`config.mk`:
```
export PLATFORM = sky130hd
export DESIGN_NAME = rdr_trigger_seq
export DESIGN_NICKNAME = d
export VERILOG_FILES = /design/src/rtl/rdr_pkg.sv /design/src/rtl/rdr_trigger_seq.sv
export SDC_FILE = /design/constraint.sdc
export NUM_CORES = 1
export LEC_CHECK = 0
export ABC_AREA = 0
export BUFFER_PORTS_ARGS = -buffer_cell sky130_fd_sc_hd__buf_2
export CAP_MARGIN = 30
export CORE_ASPECT_RATIO = 0.5
export CORE_MARGIN = 3
export CORE_UTILIZATION = 40
export CTS_BUF_LIST = sky130_fd_sc_hd__clkbuf_4 sky130_fd_sc_hd__clkbuf_8
export CTS_CLUSTER_SIZE = 10
export DETAILED_ROUTE_END_ITERATION = 6
export SLEW_MARGIN = 20
export SYNTH_ARGS = -nofsm -noshare
export SYNTH_HDL_FRONTEND = slang
export SYNTH_SLANG_ARGS = --single-unit
```
`constraint.sdc`:
```
create_clock -name I_SYS_CLK -period 6.7 [get_ports I_SYS_CLK]
set_input_delay 0.335 -clock I_SYS_CLK [delete_from_list [all_inputs] [get_ports I_SYS_CLK]]
set_output_delay 0.335 -clock I_SYS_CLK [all_outputs]
set_load 0.1 [all_outputs]
```
`src/rtl/rdr_pkg.sv`:
```
// Constants, types and carriers of the reader trigger sequencer
package rdr_pkg;
    localparam int CLK_HZ = 40_000_000;
    localparam int TIME_BASE_MS = 100;
    localparam int TB_CYC = TIME_BASE_MS * (CLK_HZ / 1000);
    localparam logic [7:0] A_CMD = 8'h00;
    localparam logic [7:0] A_WDATA = 8'h04;
    localparam logic [7:0] A_STATUS = 8'h08;
    localparam logic [7:0] A_SAVED = 8'h0c;
    localparam logic [3:0] OP_SET_TOR = 4'h0;
    localparam logic [3:0] OP_SET_MODE = 4'h1;
    localparam logic [3:0] OP_SHOW = 4'h2;
    localparam logic [3:0] OP_PERSIST = 4'h3;
    localparam logic [3:0] OP_GET_TAG = 4'h4;
    localparam logic [3:0] OP_SEL_READ = 4'h5;
    localparam logic [3:0] OP_WRITE = 4'h6;
    localparam logic [1:0] MODE_CONT = 2'h0;
    localparam logic [1:0] MODE_TRIG = 2'h2;
    localparam logic [1:0] MODE_RST = 2'h2;
    localparam logic [7:0] TOR_RST = 8'h0a;
    localparam logic [7:0] TOR_TOP = 8'hff;
    localparam logic [8:0] TOR_FULL = 9'h100;
    localparam logic [7:0] BLK1K_LO = 8'h03;
    localparam logic [7:0] BLK1K_HI = 8'h21;
    localparam logic [7:0] BLK2K_LO = 8'h10;
    localparam logic [7:0] BLK2K_HI = 8'h3f;
    localparam logic [7:0] SER_BLK_1K = 8'h20;
    localparam logic [7:0] SER_BLK_2K = 8'h01;
    localparam logic [3:0] RO_CHARS = 4'ha;
    localparam logic [3:0] RW_CHARS = 4'h8;
    localparam logic [7:0] CH_CR = 8'h0d;
    localparam logic [7:0] CH_SP = 8'h20;
    localparam logic [7:0] CH_X = 8'h58;
    localparam logic [7:0] CH_0 = 8'h30;
    localparam logic [7:0] CH_A10 = 8'h37;
    localparam logic [7:0] CH_ACK = 8'h06;
    localparam logic [7:0] CH_NAK = 8'h15;
    localparam logic [7:0] CH_HASH = 8'h23;
    localparam logic [7:0] ERR_CMD = 8'h00;
    localparam logic [7:0] ERR_PARAM = 8'h02;
    localparam logic [15:0] TXT_MODE = 16'h4d44;
    localparam logic [23:0] TXT_TOR = 24'h544f52;
    localparam logic [15:0] TXT_OK = 16'h6f6b;
    typedef enum logic [1:0] {CYC_SERIAL, CYC_BLOCK, CYC_WRITE} cyc_e;
    typedef struct packed {
        logic [7:0] hi;
        logic [7:0] lo;
        logic [3:0] op;
    } cmd_s;
    typedef struct packed {
        cyc_e kind;
        logic [7:0] block;
        logic [31:0] wdata;
    } cyc_req_s;
    typedef struct packed {
        logic ok;
        logic [39:0] data;
    } cyc_res_s;
    typedef struct packed {
        logic [4:0] len;
        logic [127:0] txt;
    } line_s;
endpackage : rdr_pkg

```
`src/rtl/rdr_trigger_seq.sv`:
```
// Command sequencer of the transponder reader with APB register access
//
// The address map and register access over APB were decided locally.
`timescale 1ns/100ps
`default_nettype none
module rdr_trigger_seq #(
    parameter int P_TB_CYC = rdr_pkg::TB_CYC
) (
    input wire logic I_SYS_CLK, // 40 MHz clock
    input wire logic I_RESET, // sync reset, high
    input wire logic I_PSEL, // APB select
    input wire logic I_PENABLE, // APB enable
    input wire logic I_PWRITE, // APB write
    input wire logic [7:0] I_PADDR, // APB byte address
    input wire logic [31:0] I_PWDATA, // APB write data
    output logic [31:0] O_PRDATA, // APB read data
    output logic O_PREADY, // APB ready
    output logic O_PSLVERR, // APB error
    output logic O_EXCITER_ON, // antenna exciter gate
    output logic O_CYC_START, // start one reading cycle
    output rdr_pkg::cyc_req_s O_CYC_REQ, // cycle kind and block
    input wire logic I_CYC_DONE, // cycle finished pulse
    input wire rdr_pkg::cyc_res_s I_CYC_RES, // cycle result
    input wire logic I_TAG_RW, // read/write tag type
    input wire logic I_TAG_2K, // 2 kbit tag type
    output logic O_TX_VALID, // answer char valid
    output logic [7:0] O_TX_DATA, // answer char
    input wire logic I_TX_READY, // answer char taken
    output logic O_SUCCESS_LAMP, // success lamp
    output logic O_NO_TAG_RESULT_LAMP // no-read lamp
);
    typedef enum logic [1:0] {ST_IDLE, ST_CYC, ST_SEND} st_e;
    localparam int TBW = $clog2(P_TB_CYC);

    function automatic rdr_pkg::line_s push(input rdr_pkg::line_s l,
                                            input logic [7:0] c);
        rdr_pkg::line_s r;
        r = l;
        r.txt[{l.len[3:0], 3'b000} +: 8] = c;
        r.len = l.len + 5'd1;
        return r;
    endfunction : push

    function automatic logic [7:0] hexc(input logic [3:0] n);
        return (n < 4'ha) ? rdr_pkg::CH_0 + {4'h0, n}
                          : rdr_pkg::CH_A10 + {4'h0, n};
    endfunction : hexc

    // Hex text or X code of n characters, then CR
    function automatic rdr_pkg::line_s text_line(input logic [39:0] v,
            input logic [3:0] n, input logic bad);
        rdr_pkg::line_s r;
        logic [39:0] s;
        r = '0;
        s = v;
        for (int i = 0; i < 10; i++) begin
            if (i[3:0] < n) begin
                s = v >> {n - 4'd1 - i[3:0], 2'b00};
                r = push(r, bad ? rdr_pkg::CH_X : hexc(s[3:0]));
            end
        end
        return push(r, rdr_pkg::CH_CR);
    endfunction : text_line

    function automatic rdr_pkg::line_s dec_push(input rdr_pkg::line_s l,
                                                input logic [7:0] v);
        rdr_pkg::line_s r;
        r = l;
        if (v >= 8'd100)
            r = push(r, rdr_pkg::CH_0 + v / 8'd100);
        if (v >= 8'd10)
            r = push(r, rdr_pkg::CH_0 + (v / 8'd10) % 8'd10);
        return push(r, rdr_pkg::CH_0 + v % 8'd10);
    endfunction : dec_push

    function automatic rdr_pkg::line_s nak_line(input logic [7:0] code);
        rdr_pkg::line_s r;
        r = push('0, rdr_pkg::CH_NAK);
        r = push(r, rdr_pkg::CH_HASH);
        r = dec_push(push(r, rdr_pkg::CH_0), code);
        return push(r, rdr_pkg::CH_CR);
    endfunction : nak_line

    function automatic logic blk_ok(input logic [7:0] b, input logic k2);
        return k2 ? (b >= rdr_pkg::BLK2K_LO && b <= rdr_pkg::BLK2K_HI)
                  : (b >= rdr_pkg::BLK1K_LO && b <= rdr_pkg::BLK1K_HI);
    endfunction : blk_ok

    st_e state_q;
    rdr_pkg::cmd_s cmd_q;
    rdr_pkg::cyc_req_s req_q;
    rdr_pkg::line_s line_q;
    logic pend_q;
    logic [31:0] wdata_q;
    logic [1:0] mode_q;
    logic [7:0] tor_q;
    logic [1:0] smode_q;
    logic [7:0] stor_q;
    logic exc_q;
    logic start_q;
    logic gt_q;
    logic more_q;
    logic [7:0] last_q;
    logic [TBW-1:0] tb_q;
    logic [8:0] units_q;
    logic [31:0] prdata_q;
    logic succ_q;
    logic nord_q;
    logic [31:0] rd_d;
    logic map_ok;
    logic access;
    logic wr_cmd;
    logic take;
    logic [15:0] val16;
    logic [7:0] last_blk;
    logic [8:0] limit;
    logic win_exp;
    logic tor_bad;
    logic mode_bad;
    logic ld_no_tag_result_gt;

    // APB slave: read data latched in setup, always ready
    assign access = I_PSEL & I_PENABLE;
    assign wr_cmd = access & I_PWRITE & (I_PADDR == rdr_pkg::A_CMD) & ~pend_q;
    assign O_PREADY = 1'b1;
    assign O_PRDATA = prdata_q;
    assign O_PSLVERR = access & (~map_ok | (I_PWRITE & ((I_PADDR ==
        rdr_pkg::A_STATUS) | (I_PADDR == rdr_pkg::A_SAVED) |
        ((I_PADDR == rdr_pkg::A_CMD) & pend_q))));

    always_comb begin
        rd_d = '0;
        map_ok = 1'b1;
        if (I_PADDR == rdr_pkg::A_CMD) begin
            rd_d = {12'h000, cmd_q};
        end else if (I_PADDR == rdr_pkg::A_WDATA) begin
            rd_d = wdata_q;
        end else if (I_PADDR == rdr_pkg::A_STATUS) begin
            rd_d = {7'h00, units_q, state_q, pend_q, nord_q, succ_q, exc_q,
                    mode_q, tor_q};
        end else if (I_PADDR == rdr_pkg::A_SAVED) begin
            rd_d = {22'h000000, smode_q, stor_q};
        end else begin
            map_ok = 1'b0;
        end
    end

    always_ff @(posedge I_SYS_CLK) begin
        if (I_RESET) begin
            prdata_q <= '0;
            wdata_q <= '0;
        end else begin
            if (I_PSEL & ~I_PENABLE)
                prdata_q <= rd_d;
            if (access & I_PWRITE & (I_PADDR == rdr_pkg::A_WDATA))
                wdata_q <= I_PWDATA;
        end
    end

    // One command held at a time; a second write is refused
    assign take = (state_q == ST_IDLE) & pend_q;
    always_ff @(posedge I_SYS_CLK) begin
        if (I_RESET) begin
            pend_q <= 1'b0;
            cmd_q <= '0;
        end else if (wr_cmd) begin
            pend_q <= 1'b1;
            cmd_q <= I_PWDATA[19:0];
        end else if (take) begin
            pend_q <= 1'b0;
        end
    end

    assign val16 = {cmd_q.hi, cmd_q.lo};
    assign tor_bad = val16 > {8'h00, rdr_pkg::TOR_TOP};
    assign mode_bad = (val16 != {14'h0, rdr_pkg::MODE_CONT}) &&
                      (val16 != {14'h0, rdr_pkg::MODE_TRIG});
    assign last_blk = (cmd_q.hi == 8'h00) ? cmd_q.lo : cmd_q.hi;

    // Parameter storage
    always_ff @(posedge I_SYS_CLK) begin
        if (I_RESET) begin
            mode_q <= rdr_pkg::MODE_RST;
            tor_q <= rdr_pkg::TOR_RST;
            smode_q <= rdr_pkg::MODE_RST;
            stor_q <= rdr_pkg::TOR_RST;
        end else if (take) begin
            if (cmd_q.op == rdr_pkg::OP_SET_TOR && !tor_bad)
                tor_q <= cmd_q.lo;
            if (cmd_q.op == rdr_pkg::OP_SET_MODE && !mode_bad)
                mode_q <= cmd_q.lo[1:0];
            if (cmd_q.op == rdr_pkg::OP_PERSIST) begin
                smode_q <= mode_q;
                stor_q <= tor_q;
            end
        end
    end

    // Gating window: units of the fixed time base since trigger
    assign limit = (tor_q == rdr_pkg::TOR_TOP) ? rdr_pkg::TOR_FULL
                                               : {1'b0, tor_q};
    assign win_exp = units_q >= limit;
    always_ff @(posedge I_SYS_CLK) begin
        if (I_RESET || take) begin
            tb_q <= '0;
            units_q <= '0;
        end else if (state_q == ST_CYC && gt_q && !win_exp) begin
            if (tb_q == TBW'(P_TB_CYC - 1)) begin
                tb_q <= '0;
                units_q <= units_q + 9'd1;
            end else begin
                tb_q <= tb_q + 1'b1;
            end
        end
    end

    // Lamps follow the last read or write result
    always_ff @(posedge I_SYS_CLK) begin
        if (I_RESET) begin
            succ_q <= 1'b0;
            nord_q <= 1'b0;
        end else if (state_q == ST_CYC && I_CYC_DONE) begin
            if (I_CYC_RES.ok || !gt_q || win_exp || tor_q == 8'h00) begin
                succ_q <= I_CYC_RES.ok;
                nord_q <= ~I_CYC_RES.ok;
            end
        end
    end

    assign ld_no_tag_result_gt = state_q == ST_CYC && I_CYC_DONE && gt_q &&
                          !I_CYC_RES.ok && (win_exp || tor_q == 8'h00);

    // Main sequencer
    always_ff @(posedge I_SYS_CLK) begin
        if (I_RESET) begin
            state_q <= ST_IDLE;
            exc_q <= 1'b0;
            start_q <= 1'b0;
            req_q <= '0;
            gt_q <= 1'b0;
            more_q <= 1'b0;
            last_q <= '0;
            line_q <= '0;
        end else begin
            start_q <= 1'b0;
            case (state_q)
            ST_IDLE: begin
                exc_q <= (mode_q == rdr_pkg::MODE_CONT);
                if (pend_q) begin
                    state_q <= ST_SEND;
                    more_q <= 1'b0;
                    gt_q <= 1'b0;
                    case (cmd_q.op)
                    rdr_pkg::OP_SET_TOR: begin
                        line_q <= tor_bad ? nak_line(rdr_pkg::ERR_PARAM)
                            : push(dec_push('0, cmd_q.lo),
                                   rdr_pkg::CH_CR);
                    end
                    rdr_pkg::OP_SET_MODE: begin
                        line_q <= mode_bad ? nak_line(rdr_pkg::ERR_PARAM)
                            : push(dec_push('0, cmd_q.lo),
                                   rdr_pkg::CH_CR);
                    end
                    rdr_pkg::OP_SHOW: begin
                        line_q <= push(dec_push(push(push(push(push(push(
                            dec_push(push(push(push('0, rdr_pkg::TXT_MODE
                            [15:8]), rdr_pkg::TXT_MODE[7:0]),
                            rdr_pkg::CH_SP), {6'h00, mode_q}),
                            rdr_pkg::CH_CR), rdr_pkg::TXT_TOR[23:16]),
                            rdr_pkg::TXT_TOR[15:8]), rdr_pkg::TXT_TOR[7:0]),
                            rdr_pkg::CH_SP), tor_q),
                            rdr_pkg::CH_CR);
                    end
                    rdr_pkg::OP_PERSIST: begin
                        line_q <= push(push(push('0, rdr_pkg::TXT_OK[15:8]),
                            rdr_pkg::TXT_OK[7:0]),
                            rdr_pkg::CH_CR);
                    end
                    rdr_pkg::OP_GET_TAG, rdr_pkg::OP_SEL_READ,
                    rdr_pkg::OP_WRITE: begin
                        if (mode_q != rdr_pkg::MODE_TRIG) begin
                            line_q <= nak_line(rdr_pkg::ERR_CMD);
                        end else if (cmd_q.op != rdr_pkg::OP_GET_TAG &&
                                (!blk_ok(cmd_q.lo, I_TAG_2K) ||
                                 !blk_ok(last_blk, I_TAG_2K) ||
                                 last_blk < cmd_q.lo)) begin
                            line_q <= nak_line(rdr_pkg::ERR_PARAM);
                        end else begin
                            state_q <= ST_CYC;
                            exc_q <= 1'b1;
                            start_q <= 1'b1;
                            gt_q <= cmd_q.op == rdr_pkg::OP_GET_TAG;
                            last_q <= last_blk;
                            req_q.wdata <= wdata_q;
                            req_q.block <= cmd_q.lo;
                            if (cmd_q.op == rdr_pkg::OP_GET_TAG) begin
                                req_q.kind <= rdr_pkg::CYC_SERIAL;
                                req_q.block <= I_TAG_2K ? rdr_pkg::SER_BLK_2K
                                                        : rdr_pkg::SER_BLK_1K;
                            end else if (cmd_q.op == rdr_pkg::OP_SEL_READ) begin
                                req_q.kind <= rdr_pkg::CYC_BLOCK;
                            end else begin
                                req_q.kind <= rdr_pkg::CYC_WRITE;
                            end
                        end
                    end
                    default: line_q <= nak_line(rdr_pkg::ERR_CMD);
                    endcase
                end else if (mode_q == rdr_pkg::MODE_CONT) begin
                    state_q <= ST_CYC;
                    start_q <= 1'b1;
                    gt_q <= 1'b0;
                    more_q <= 1'b0;
                    req_q.kind <= rdr_pkg::CYC_SERIAL;
                    req_q.block <= I_TAG_2K ? rdr_pkg::SER_BLK_2K
                                            : rdr_pkg::SER_BLK_1K;
                end
            end
            ST_CYC: begin
                if (I_CYC_DONE) begin
                    if (!I_CYC_RES.ok && gt_q && !win_exp &&
                            tor_q != 8'h00) begin
                        start_q <= 1'b1;
                    end else begin
                        state_q <= ST_SEND;
                        more_q <= req_q.kind == rdr_pkg::CYC_BLOCK &&
                                  req_q.block < last_q;
                        if (mode_q == rdr_pkg::MODE_TRIG &&
                                !(req_q.kind == rdr_pkg::CYC_BLOCK &&
                                  req_q.block < last_q))
                            exc_q <= 1'b0;
                        if (req_q.kind == rdr_pkg::CYC_WRITE) begin
                            line_q <= push(push('0, I_CYC_RES.ok ?
                                rdr_pkg::CH_ACK : rdr_pkg::CH_NAK),
                                rdr_pkg::CH_CR);
                        end else if (req_q.kind == rdr_pkg::CYC_BLOCK) begin
                            line_q <= text_line({8'h00, I_CYC_RES.data[31:0]},
                                rdr_pkg::RW_CHARS, !I_CYC_RES.ok);
                        end else begin
                            line_q <= text_line(I_CYC_RES.data, I_TAG_RW ?
                                rdr_pkg::RW_CHARS : rdr_pkg::RO_CHARS,
                                !I_CYC_RES.ok);
                        end
                    end
                end
            end
            ST_SEND: begin
                if (I_TX_READY) begin
                    line_q.txt <= line_q.txt >> 8;
                    line_q.len <= line_q.len - 5'd1;
                    if (line_q.len == 5'd1) begin
                        if (more_q) begin
                            state_q <= ST_CYC;
                            start_q <= 1'b1;
                            req_q.block <= req_q.block + 8'd1;
                        end else begin
                            state_q <= ST_IDLE;
                        end
                    end
                end
            end
            default: state_q <= ST_IDLE;
            endcase
        end
    end

    assign O_EXCITER_ON = exc_q;
    assign O_CYC_START = start_q;
    assign O_CYC_REQ = req_q;
    assign O_TX_VALID = state_q == ST_SEND;
    assign O_TX_DATA = line_q.txt[7:0];
    assign O_SUCCESS_LAMP = succ_q;
    assign O_NO_TAG_RESULT_LAMP = nord_q;
endmodule : rdr_trigger_seq
`default_nettype wire

```
==> Word level (Yosys, flattened, before mapping) <==
Cells that the tools add are included.
{ "op_classes": {"n_addsub": 111, "div_mod_pow": 9, "n_lt_le_gt_ge": 44, "n_eq_ne": 35, "shifts": 64, "n_mux": 291, "bitwise": 19, "reduce_logical": 57} }
{ "op_table": {"columns": ["cell", "n"], "rows": [
  ["133-bit 2-to-1 mux", 154],
  ["128-bit bitwise mux", 27],
  ["8-bit by 9-bit variable shift with 128-bit output, first input constant", 27],
  ["8-bit by 9-bit variable part select with 128-bit output", 22],
  ["133-bit one-hot mux with 5 select lines", 1],
  ["8-bit by 9-bit variable part select with 128-bit output, first input constant", 5],
  ["40-bit by 6-bit >> shifter with 4-bit output", 10],
  ["133-bit one-hot mux with 3 select lines", 1],
  ["129-bit 2-to-1 mux", 2],
  ["6-bit by 4-bit adder with 7-bit output, first input constant", 36],
  ["7-bit 2-to-1 mux", 36],
  ["7-bit negator with 9-bit output", 27],
  ["5-bit by 1-bit adder with 5-bit output, second input constant", 27],
  ["130-bit 2-to-1 mux", 1],
  ["42-bit 2-to-1 mux", 3],
  ["4-bit < comparator, second input constant", 18],
  ["32-bit 2-to-1 mux", 2],
  ["6-bit by 8-bit adder with 8-bit output, first input constant", 7],
  ["8-bit 2-to-1 mux", 5],
  ["1-bit 2-to-1 mux", 34],
  ["8-bit by 6-bit less-or-equal comparator with 1-bit output, second input constant", 4],
  ["8-bit by 4-bit remainder unit with 8-bit output, second input constant", 4],
  ["10-bit 2-to-1 mux", 3],
  ["25-bit 2-to-1 mux", 1],
  ["67 further kinds", 173]
]} }
{ "word_totals": {"reg_bits": 327, "in_bits": 90, "out_inout_bits": 89, "elab_cells": 655} }

==> Logic depth before layout (Yosys ltp) <==
Gate-level depths: netlist of the first run.
{ "logic_depth": {"ltp_word": 111, "depth_mapped": 24, "mapped_depth_nobuf": 21} }

==> Worst setup path after synthesis of the first run <==
OpenSTA, ideal clock, no wires.
{ "synth_path": {"path_type": "register to register", "from": "register cmd_q[7] (netlist name)", "to": "register line_q[13] (netlist name)", "setup_ns": 0.132, "t_arrival_ns": 4.598, "t_required_ns": 6.568, "slack_ns": 1.970, "stages_incl_launch_ff": 23, "n_path_buf": 1, "synth_period_minus_slack_ns": 4.730, "path_cell_list": "dfxtp_1 -> buf_2 -> inv_1 -> ha_1 -> nand2b_1 -> a311o_1 -> a22o_1 -> nor3_2 -> o21ai_1 -> ha_1 -> nand2_1 -> nor3_4 -> a31oi_2 -> ha_1 -> nor2b_1 -> o221a_2 -> xor2_1 -> ha_1 -> nor3_1 -> o21ai_0 -> a21oi_1 -> a2111oi_0 -> nor3_1"} }
{ "synth_between": {"elab_chain_len": 20, "word_cells_on_any_way": 86, "classes_between": "12 x add/sub; 3 x div; 12 x order compare; 2 x eq/ne; 12 x shift; 33 x mux; 12 x reduce/logical"} }
{ "synth_lines": {"columns": ["element", "line", "rtl"], "rows": [
  ["from (decl)", "rdr_trigger_seq.sv:90", "rdr_pkg::cmd_s cmd_q;"],
  ["from (signal assigned)", "rdr_trigger_seq.sv:168", "cmd_q <= I_PWDATA[19:0];"],
  ["branches (longest 20 deep; another with 8-bit by 4-bit divider with 8-bit output)", null, null],
  ["to (signal assigned)", "rdr_trigger_seq.sv:255", "line_q <= tor_bad ? nak_line(rdr_pkg::ERR_PARAM)"],
  ["to (signal assigned)", "rdr_trigger_seq.sv:260", "line_q <= mode_bad ? nak_line(rdr_pkg::ERR_PARAM)"],
  ["to (signal assigned)", "rdr_trigger_seq.sv:265", "line_q <= push(dec_push(push(push(push(push(push("],
  ["to (decl)", "rdr_trigger_seq.sv:92", "rdr_pkg::line_s line_q;"]
]} }
Several ways; the timed one is not identified. The select of a mux whose other input is x is not followed.
A chain may end at the register's enable or synchronous reset.

==> Worst setup path in the final report of the first run <==
{ "layout_path": {"from": "register tor_q[6]", "to": "register line_q[83] (netlist name)"} }
{ "layout_between": {"elab_chain_len": 19, "word_cells_on_any_way": 43, "classes_between": "7 x add/sub; 3 x div; 3 x order compare; 2 x eq/ne; 6 x shift; 17 x mux; 5 x reduce/logical"} }
{ "layout_lines": {"columns": ["element", "line", "rtl"], "rows": [
  ["from (decl)", "rdr_trigger_seq.sv:96", "logic [7:0] tor_q;"],
  ["from (signal assigned)", "rdr_trigger_seq.sv:184", "tor_q <= rdr_pkg::TOR_RST;"],
  ["from (signal assigned)", "rdr_trigger_seq.sv:189", "tor_q <= cmd_q.lo;"],
  ["branches (longest 19 deep; another with 8-bit by 4-bit divider with 8-bit output)", null, null]
]} }
Several ways; the timed one is not identified. The select of a mux whose other input is x is not followed.

==> impl_results.md, run 1 <==
* Status: completed
* Crit. End Element: register
* Vias per cell at between 5 and 6
* Total routed wirelength at about 70000 microns
* # setup viols final at 0
* CORE AREA at 0.0495 sq mm
* Part of the power in registers at 39.9%
* Tmin final at 5.41 ns
* TritonRoute pass-1 iters at 6
* RSZ-0062 raised after global routing: false
* Ant diodes at 0
* Mapped Area at 0.0204 sq mm
* P_int at 3.59 mW
* Critical Path, Cell by Cell: nand2_1 -> nor2_1 -> nand4_1 -> and2_1 -> ha_1 -> nand2b_1 -> a21oi_1 -> o21ai_0 -> a211oi_2 -> a2111oi_0 -> a21boi_4 -> buf_4 -> buf_4 -> nor2_1 -> a211o_1 -> a31oi_1
* CTS Buffer Depth at 3
* Worst hold slack at 0.0478 ns
* Area contributors post-synth: dfxtp_1 (32%), nand2_1 (6.9%), nor2_1 (6.3%)
* FP Rows at 57
* Cells after Synth at about 2700
* Max Cap Violations at 0
* CTS Sinks at 327
* Grt ovf at 0
* Area growth syn-to-layout at 13.4%
* Postcts setup bufs at 0
* Post-synth EDFFs at 0
* Required time of the critical path at 7.27 ns
* Switching power at ~1.9 mW
* Area leader, netlist: dfxtp_1
* Post-CTS Resized at 0
* Fmax at 0.185 GHz
* Final period util at 80.7%
* Util after Layout at a little under half
* Switching share of power at 34.6%
* Final hold violation count at 0
* Synth async-reset ratio at 0%
* Synth Flop Type: dfxtp_1
* Ports at 179
* Synth cell types at 106
* GRT Util Overall at around 25%
* Number of buffers added on ports at between 150 and 200
* Final setup skew at 0.0382 ns
* CTS Buf Count at 50
* Initial antenna violation count at 0
* First-pass GRT wire length at 110000 microns
* Slowest cell on crit path: dfxtp_1
* Root buffer cell: clkbuf_8
* Clock share of power at between 30% and 40%
* Most common cell after layout, fill and taps aside: nand2_1
* Non-filler cells, final at between 3000 and 4000
* VDD IR max at approximately 0.13 mV
* Post-synthesis sequential area ratio at 32.0%
* Worst setup margin at roughly 1.3 ns
* Commonest cells after routing, fill and taps aside: nand2_1 (375), nor2_1 (343), dfxtp_1 (327)
* Final instance area at roughly 0.023 sq mm
* Pre-CTS setup slack at 1.40 ns
* WP buf/inv at 2
* #FFs+latches synth at roughly 330
* # hold bufs at CTS at 31
* Clock slew at reported path FFs at 0.08 ns
* Setup TNS at 0 ns
* Die W at 326 microns
* Die extent in y at between 150 and 200 microns
* CTS tree: done
* Rel. slew slack at ~37%
* Tightest Pin Transition at 0.949 ns
* Critical path arrival at 5.98 ns
* DP Area at approximately 0.022 sq mm
* Initial core utilization at between 40 and 50%
* Setup crit start kind: register
* Yosys warns at 0
* Vias at 20700
* Largest net degree at the start of global routing at 136
* Die ar. at 0.0540 sq mm
* H-tree levels at 2
* Vias in the first global route at 19300
* Synth top area share at about a third
* Comb pwr share at approximately 25%
* CP Max Fanout at 60
* Worst hold path type: in -> reg
* Pleak at 8.90 nW
* WL/cell at 20.0 microns
* Cell Pwr Density at between 200 and 250 mW/mm^2
* DR iter-0 viols at 1987
* DPL Wire Length at 49800 microns
* Largest incremental delay on the critical path at 0.80 ns
* RD Place Congestion at between 0.8 and 0.9
* Mean Syn Cell Area at approximately 7.5 sq um
* DRC viols at 0
* Layout cells sized above 1 at a little over an eighth
* Power Total at 5.49 mW
* Placed insts at ~3400
* Fin. max-slew vios at 0
* Clock latency at the later pin of the worst-skew pair at 0.63 ns
* ANT nets after route at 0
* Delay-heaviest family, CP: compound AO/OA/AOI/OAI gates
* Critical path class: reg -> reg
* Final nets at between 2000 and 3000
-- final cells by class --
type	count	area [sq um]
Multi-Input combinational cell	2104	12800
Sequential cell	327	6550
Fill cell	5078	26300
Timing Repair Buffer	251	1550
Tap cell	678	848
Clock buffer	72	903
Inverter	80	300
Clock inverter	17	234
-- path summary, 6_finish.rpt --
check              startpoint           to  slack [ns]  cells past startpoint
hold / removal    I_PWDATA[9]   wdata_q[9]        0.05                      3
setup reg to reg     tor_q[6]   line_q[83]        1.29                     16
hold reg to reg   line_q[118]  line_q[118]        0.45                      2
setup / recovery     tor_q[6]   line_q[83]        1.29                     16
-- cells by family (layout without fill, tap and decap cells) --
kind of cell               after synthesis  after routing  synth area share [%]
and+or+nand+nor                       1090           1090                  24.4
AOI/OAI and AO/OA                      777            777                  25.8
DFF                                    327            327                  32.0
buffers and inverters                  286            420                  5.60
muxes                                   92             92                  4.58
adders and majority gates               80             80                  4.88
xor gates and xnor gates                63             63                  2.77
other                                    1              2                0.0183
-- worst min-delay path, stage by stage --
cell,delay [ns]
buf_2,0.14
nand2_1,0.07
a21oi_1,0.05
-- state kept, by name (all words and copies together), names as in the netlist, 2 cells and up --
signal	flops
O_CYC_REQ	42
smode_q	2
O_TX_DATA	8
O_PRDATA	32
units_q	9
tor_q	8
line_q	125
last_q	8
stor_q	8
mode_q	2
tb_q	22
cmd_q	20
wdata_q	32
state_q	2
-- synth_stat cells (all sizes together), types with 13 or more instances --
cell type,n
dfxtp,327
nand3,79
inv,77
a22o,13
nor2,345
a22oi,33
nand4,23
nand2b,27
a21oi,230
and2,33
buf,42
mux2,13
nor3,83
a222oi,20
ha,78
nor2b,24
o211ai,19
a311oi,27
mux2i,79
a21o,21
xnor2,31
nor4,21
xor2,31
clkbuf,164
a221oi,39
a211oi,81
and3,21
nand2,377
a2111oi,26
o21ai,131
a31oi,44
-- power by group through the flow --
stage	registers [mW]	clock network, mW	logic, mW
floorplan	2.27	0	0.964
global placement	2.23	0	1.32
detailed placement	2.23	0	1.33
CTS	2.19	1.97	1.35
global route	2.21	2.06	1.50
finish	2.19	1.93	1.37
-- per-layer routing --
layer	vias up	GRT usage [%]	share of wire (%)	wire, microns
li1	10000	-	-	-
met1	9841	35.9	47	33000
met2	789	37.7	43	30100
met3	101	5.26	8.6	6100
met4	0	5.80	2.0	1430
met5	-	0.348	0	0
Power figures use the tool's default switching activity.
==> run 2: changes to the inputs <==
==> constraint.sdc (replaced) <==
create_clock -name I_SYS_CLK -period 5 [get_ports I_SYS_CLK]
set_input_delay 0.25 -clock I_SYS_CLK [delete_from_list [all_inputs] [get_ports I_SYS_CLK]]
set_output_delay 0.25 -clock I_SYS_CLK [all_outputs]
set_load 0.1 [all_outputs]
==> run 2 against run 1 <==
Compared with the run above:
- sequential power grew 34%
- worst hold slack gained 0.098 ns
- non-clock buffer count grew 37
- critical path type unchanged
- clock power grew 26%
- sequential share of layout area shrank 0.36 points
- cell area grew 1.3%
- via count grew 1.5%
==> impl_results.md, run 2 (synthesis results as in run 1) <==
* Status: completed
* Die W at 326 microns
* DRC viols at 0
* CTS Sinks at 327
* DR iter-0 viols at 2145
* Total routed wirelength at roughly 71000 microns
* Critical path arrival at 5.09 ns
* Worst setup margin at between 0.3 and 0.4 ns
* Pleak at 9.08 nW
* Clock latency at the later pin of the worst-skew pair at 0.62 ns
* RD Place Congestion at 0.924
* Most common cell after layout, fill and taps aside: nand2_1
* Tightest Pin Transition at 0.974 ns
* Cell Pwr Density at a little over 300 mW/mm^2
* Cell depth of the worst setup path at 20
* Final nets at 3019
* WL/cell at ~20 microns
* Setup TNS at 0 ns
* Flop2flop setup slack at 0.35 ns
* Part of the power in registers at 40.6%
* Layout cells sized above 1 at roughly 15%
* Setup crit start kind: register
* Delay-heaviest family, CP: compound AO/OA/AOI/OAI gates
* Power Total at 7.24 mW
* GRT Util Overall at approximately a quarter
* CTS Buf Count at 50
* Switching power at 2.54 mW
* Reg2Reg Depth at 20
* Die ar. at around 0.054 sq mm
* CTS tree: done
* Fmax at 0.215 GHz
* Ant diodes at 0
* TritonRoute pass-1 iters at 6
* VDD IR max at 0.261 mV
* CP Launch Point: cmd_q[8]
* Final period util at 92.9%
* # setup viols final at 0
* Initial antenna violation count at 0
* Worst r2r dst: line_q[13]
* Vias at 21000
* Vias in the first global route at ~20000
* CP Max Fanout at 8
* Vias per cell at just under 6
* CTS Buffer Depth at 3
* DPL Wire Length at 50500 microns
* P_int at 4.71 mW
* CORE AREA at 0.0495 sq mm
* Max Cap Violations at 0
* Clock slew at reported path FFs at 0.08 ns
* Root buffer cell: clkbuf_8
* Fin. max-slew vios at 0
* H-tree levels at 2
* Clock share of power at 33.5%
* Crit path to: line_q[13]
* Pre-CTS setup slack at between 0.2 and 0.3 ns
* RSZ-0062 raised after global routing: false
* Crit. End Element: register
* Max FFs per register at 125
* Rel. slew slack at between 30% and 40%
* Die extent in y at 166 microns
* Slowest cell on crit path: a311o_1
* Final hold violation count at 0
* Comb pwr share at between 20% and 30%
* Largest net degree at the start of global routing at ~140
* Commonest cells after routing, fill and taps aside: nand2_1 (375), nor2_1 (342), dfxtp_1 (327)
* Switching share of power at 35.0%
* FP Rows at 57
* RR Startpoint: cmd_q[8]
* Number of buffers added on ports at ~180
* Hold Path Depth at 2
* Ports at 179
* Grt ovf at 0
* Worst hold path type: in -> reg
* WP buf/inv at 1
* Initial core utilization at between 40 and 50%
* Largest incremental delay on the critical path at 0.43 ns
* Critical path class: reg -> reg
* Largest Register: line_q
* Required time of the critical path at 5.45 ns
* Worst hold slack at between 0.1 and 0.15 ns
* Critical Path, Cell by Cell: inv_2 -> ha_1 -> nand2b_1 -> a311o_1 -> a22o_2 -> or2_1 -> o32ai_1 -> o2bb2ai_1 -> mux2i_2 -> a31oi_4 -> ha_1 -> nor2b_1 -> o221a_2 -> xor2_1 -> ha_1 -> nor3_1 -> o21ai_0 -> a21oi_1 -> a2111oi_1 -> nor3_1
* Tmin final at 4.65 ns
* Final setup skew at a little under 0.03 ns
* Util after Layout at a little under half
* Area growth syn-to-layout at 14.8%
* ANT nets after route at 0
* First-pass GRT wire length at 112000 microns
* Top cell by count, worst path: ha_1
## run 2: cell count changes in the layout (fill, tap and decap cells not counted), sizes merged
cell and change:
buf +34, clkbuf +6, bufinv -4, dlygate4sd3 +2
clkinv -1, dlymetal6s2s +1
## run 2: final cells by class
class,count,area (sq um)
multi-input combinational,2104,12800
clock inverter,12,100
fill,5061,26000
inverter,80,300
timing repair buffer,288,1870
tap,678,848
clock buffer,78,973
sequential,327,6550
## run 2: through the flow
| stage | cells | instance area (sq um) |
|---|---|---|
| after floorplan | 2717 | 20500 |
| after global placement | 3441 | 22000 |
| after detailed placement | 3441 | 22000 |
| after CTS | 3564 | 23400 |
| after global routing | 3567 | 23500 |
| final | 3567 | 23500 |
## run 2: worst min path at each step
| stage | slack [ns] | startpoint | endpoint |
|---|---|---|---|
| after floorplan | 0.39 | I_PWDATA[0] | wdata_q[0] |
| after global placement | 0.44 | stor_q[0] | stor_q[0] |
| after detailed placement | 0.44 | line_q[124] | line_q[124] |
| after CTS | 0.17 | I_RESET | gt_q |
| after global routing | 0.19 | I_RESET | line_q[110] |
| final | 0.15 | I_RESET | line_q[119] |
## run 2: timing repair
item | CTS | global route
endpoints found under the hold margin | 52 | 0
gates resized for setup | 0 | 10
setup buffers | 0 | 1
endpoints found under the setup margin | 0 | 3
hold buffers | 33 | 0
## run 2: per-layer routing
metal	up-vias	GRT usage, %	wire, microns
li1	10100	-	-
met1	10100	36.6	33700
met2	779	38.5	30900
met3	78	4.45	5310
met4	0	5.88	1280
met5	-	0	0
## run 2: power by group through the flow
stage | combinational, mW | clock, mW | sequential, mW
final | 1.87 | 2.43 | 2.94
after floorplan | 1.29 | 0 | 3.05
after global placement | 1.80 | 0 | 2.99
after CTS | 1.85 | 2.48 | 2.94
after detailed placement | 1.82 | 0 | 3.00
after global routing | 2.06 | 2.61 | 2.96
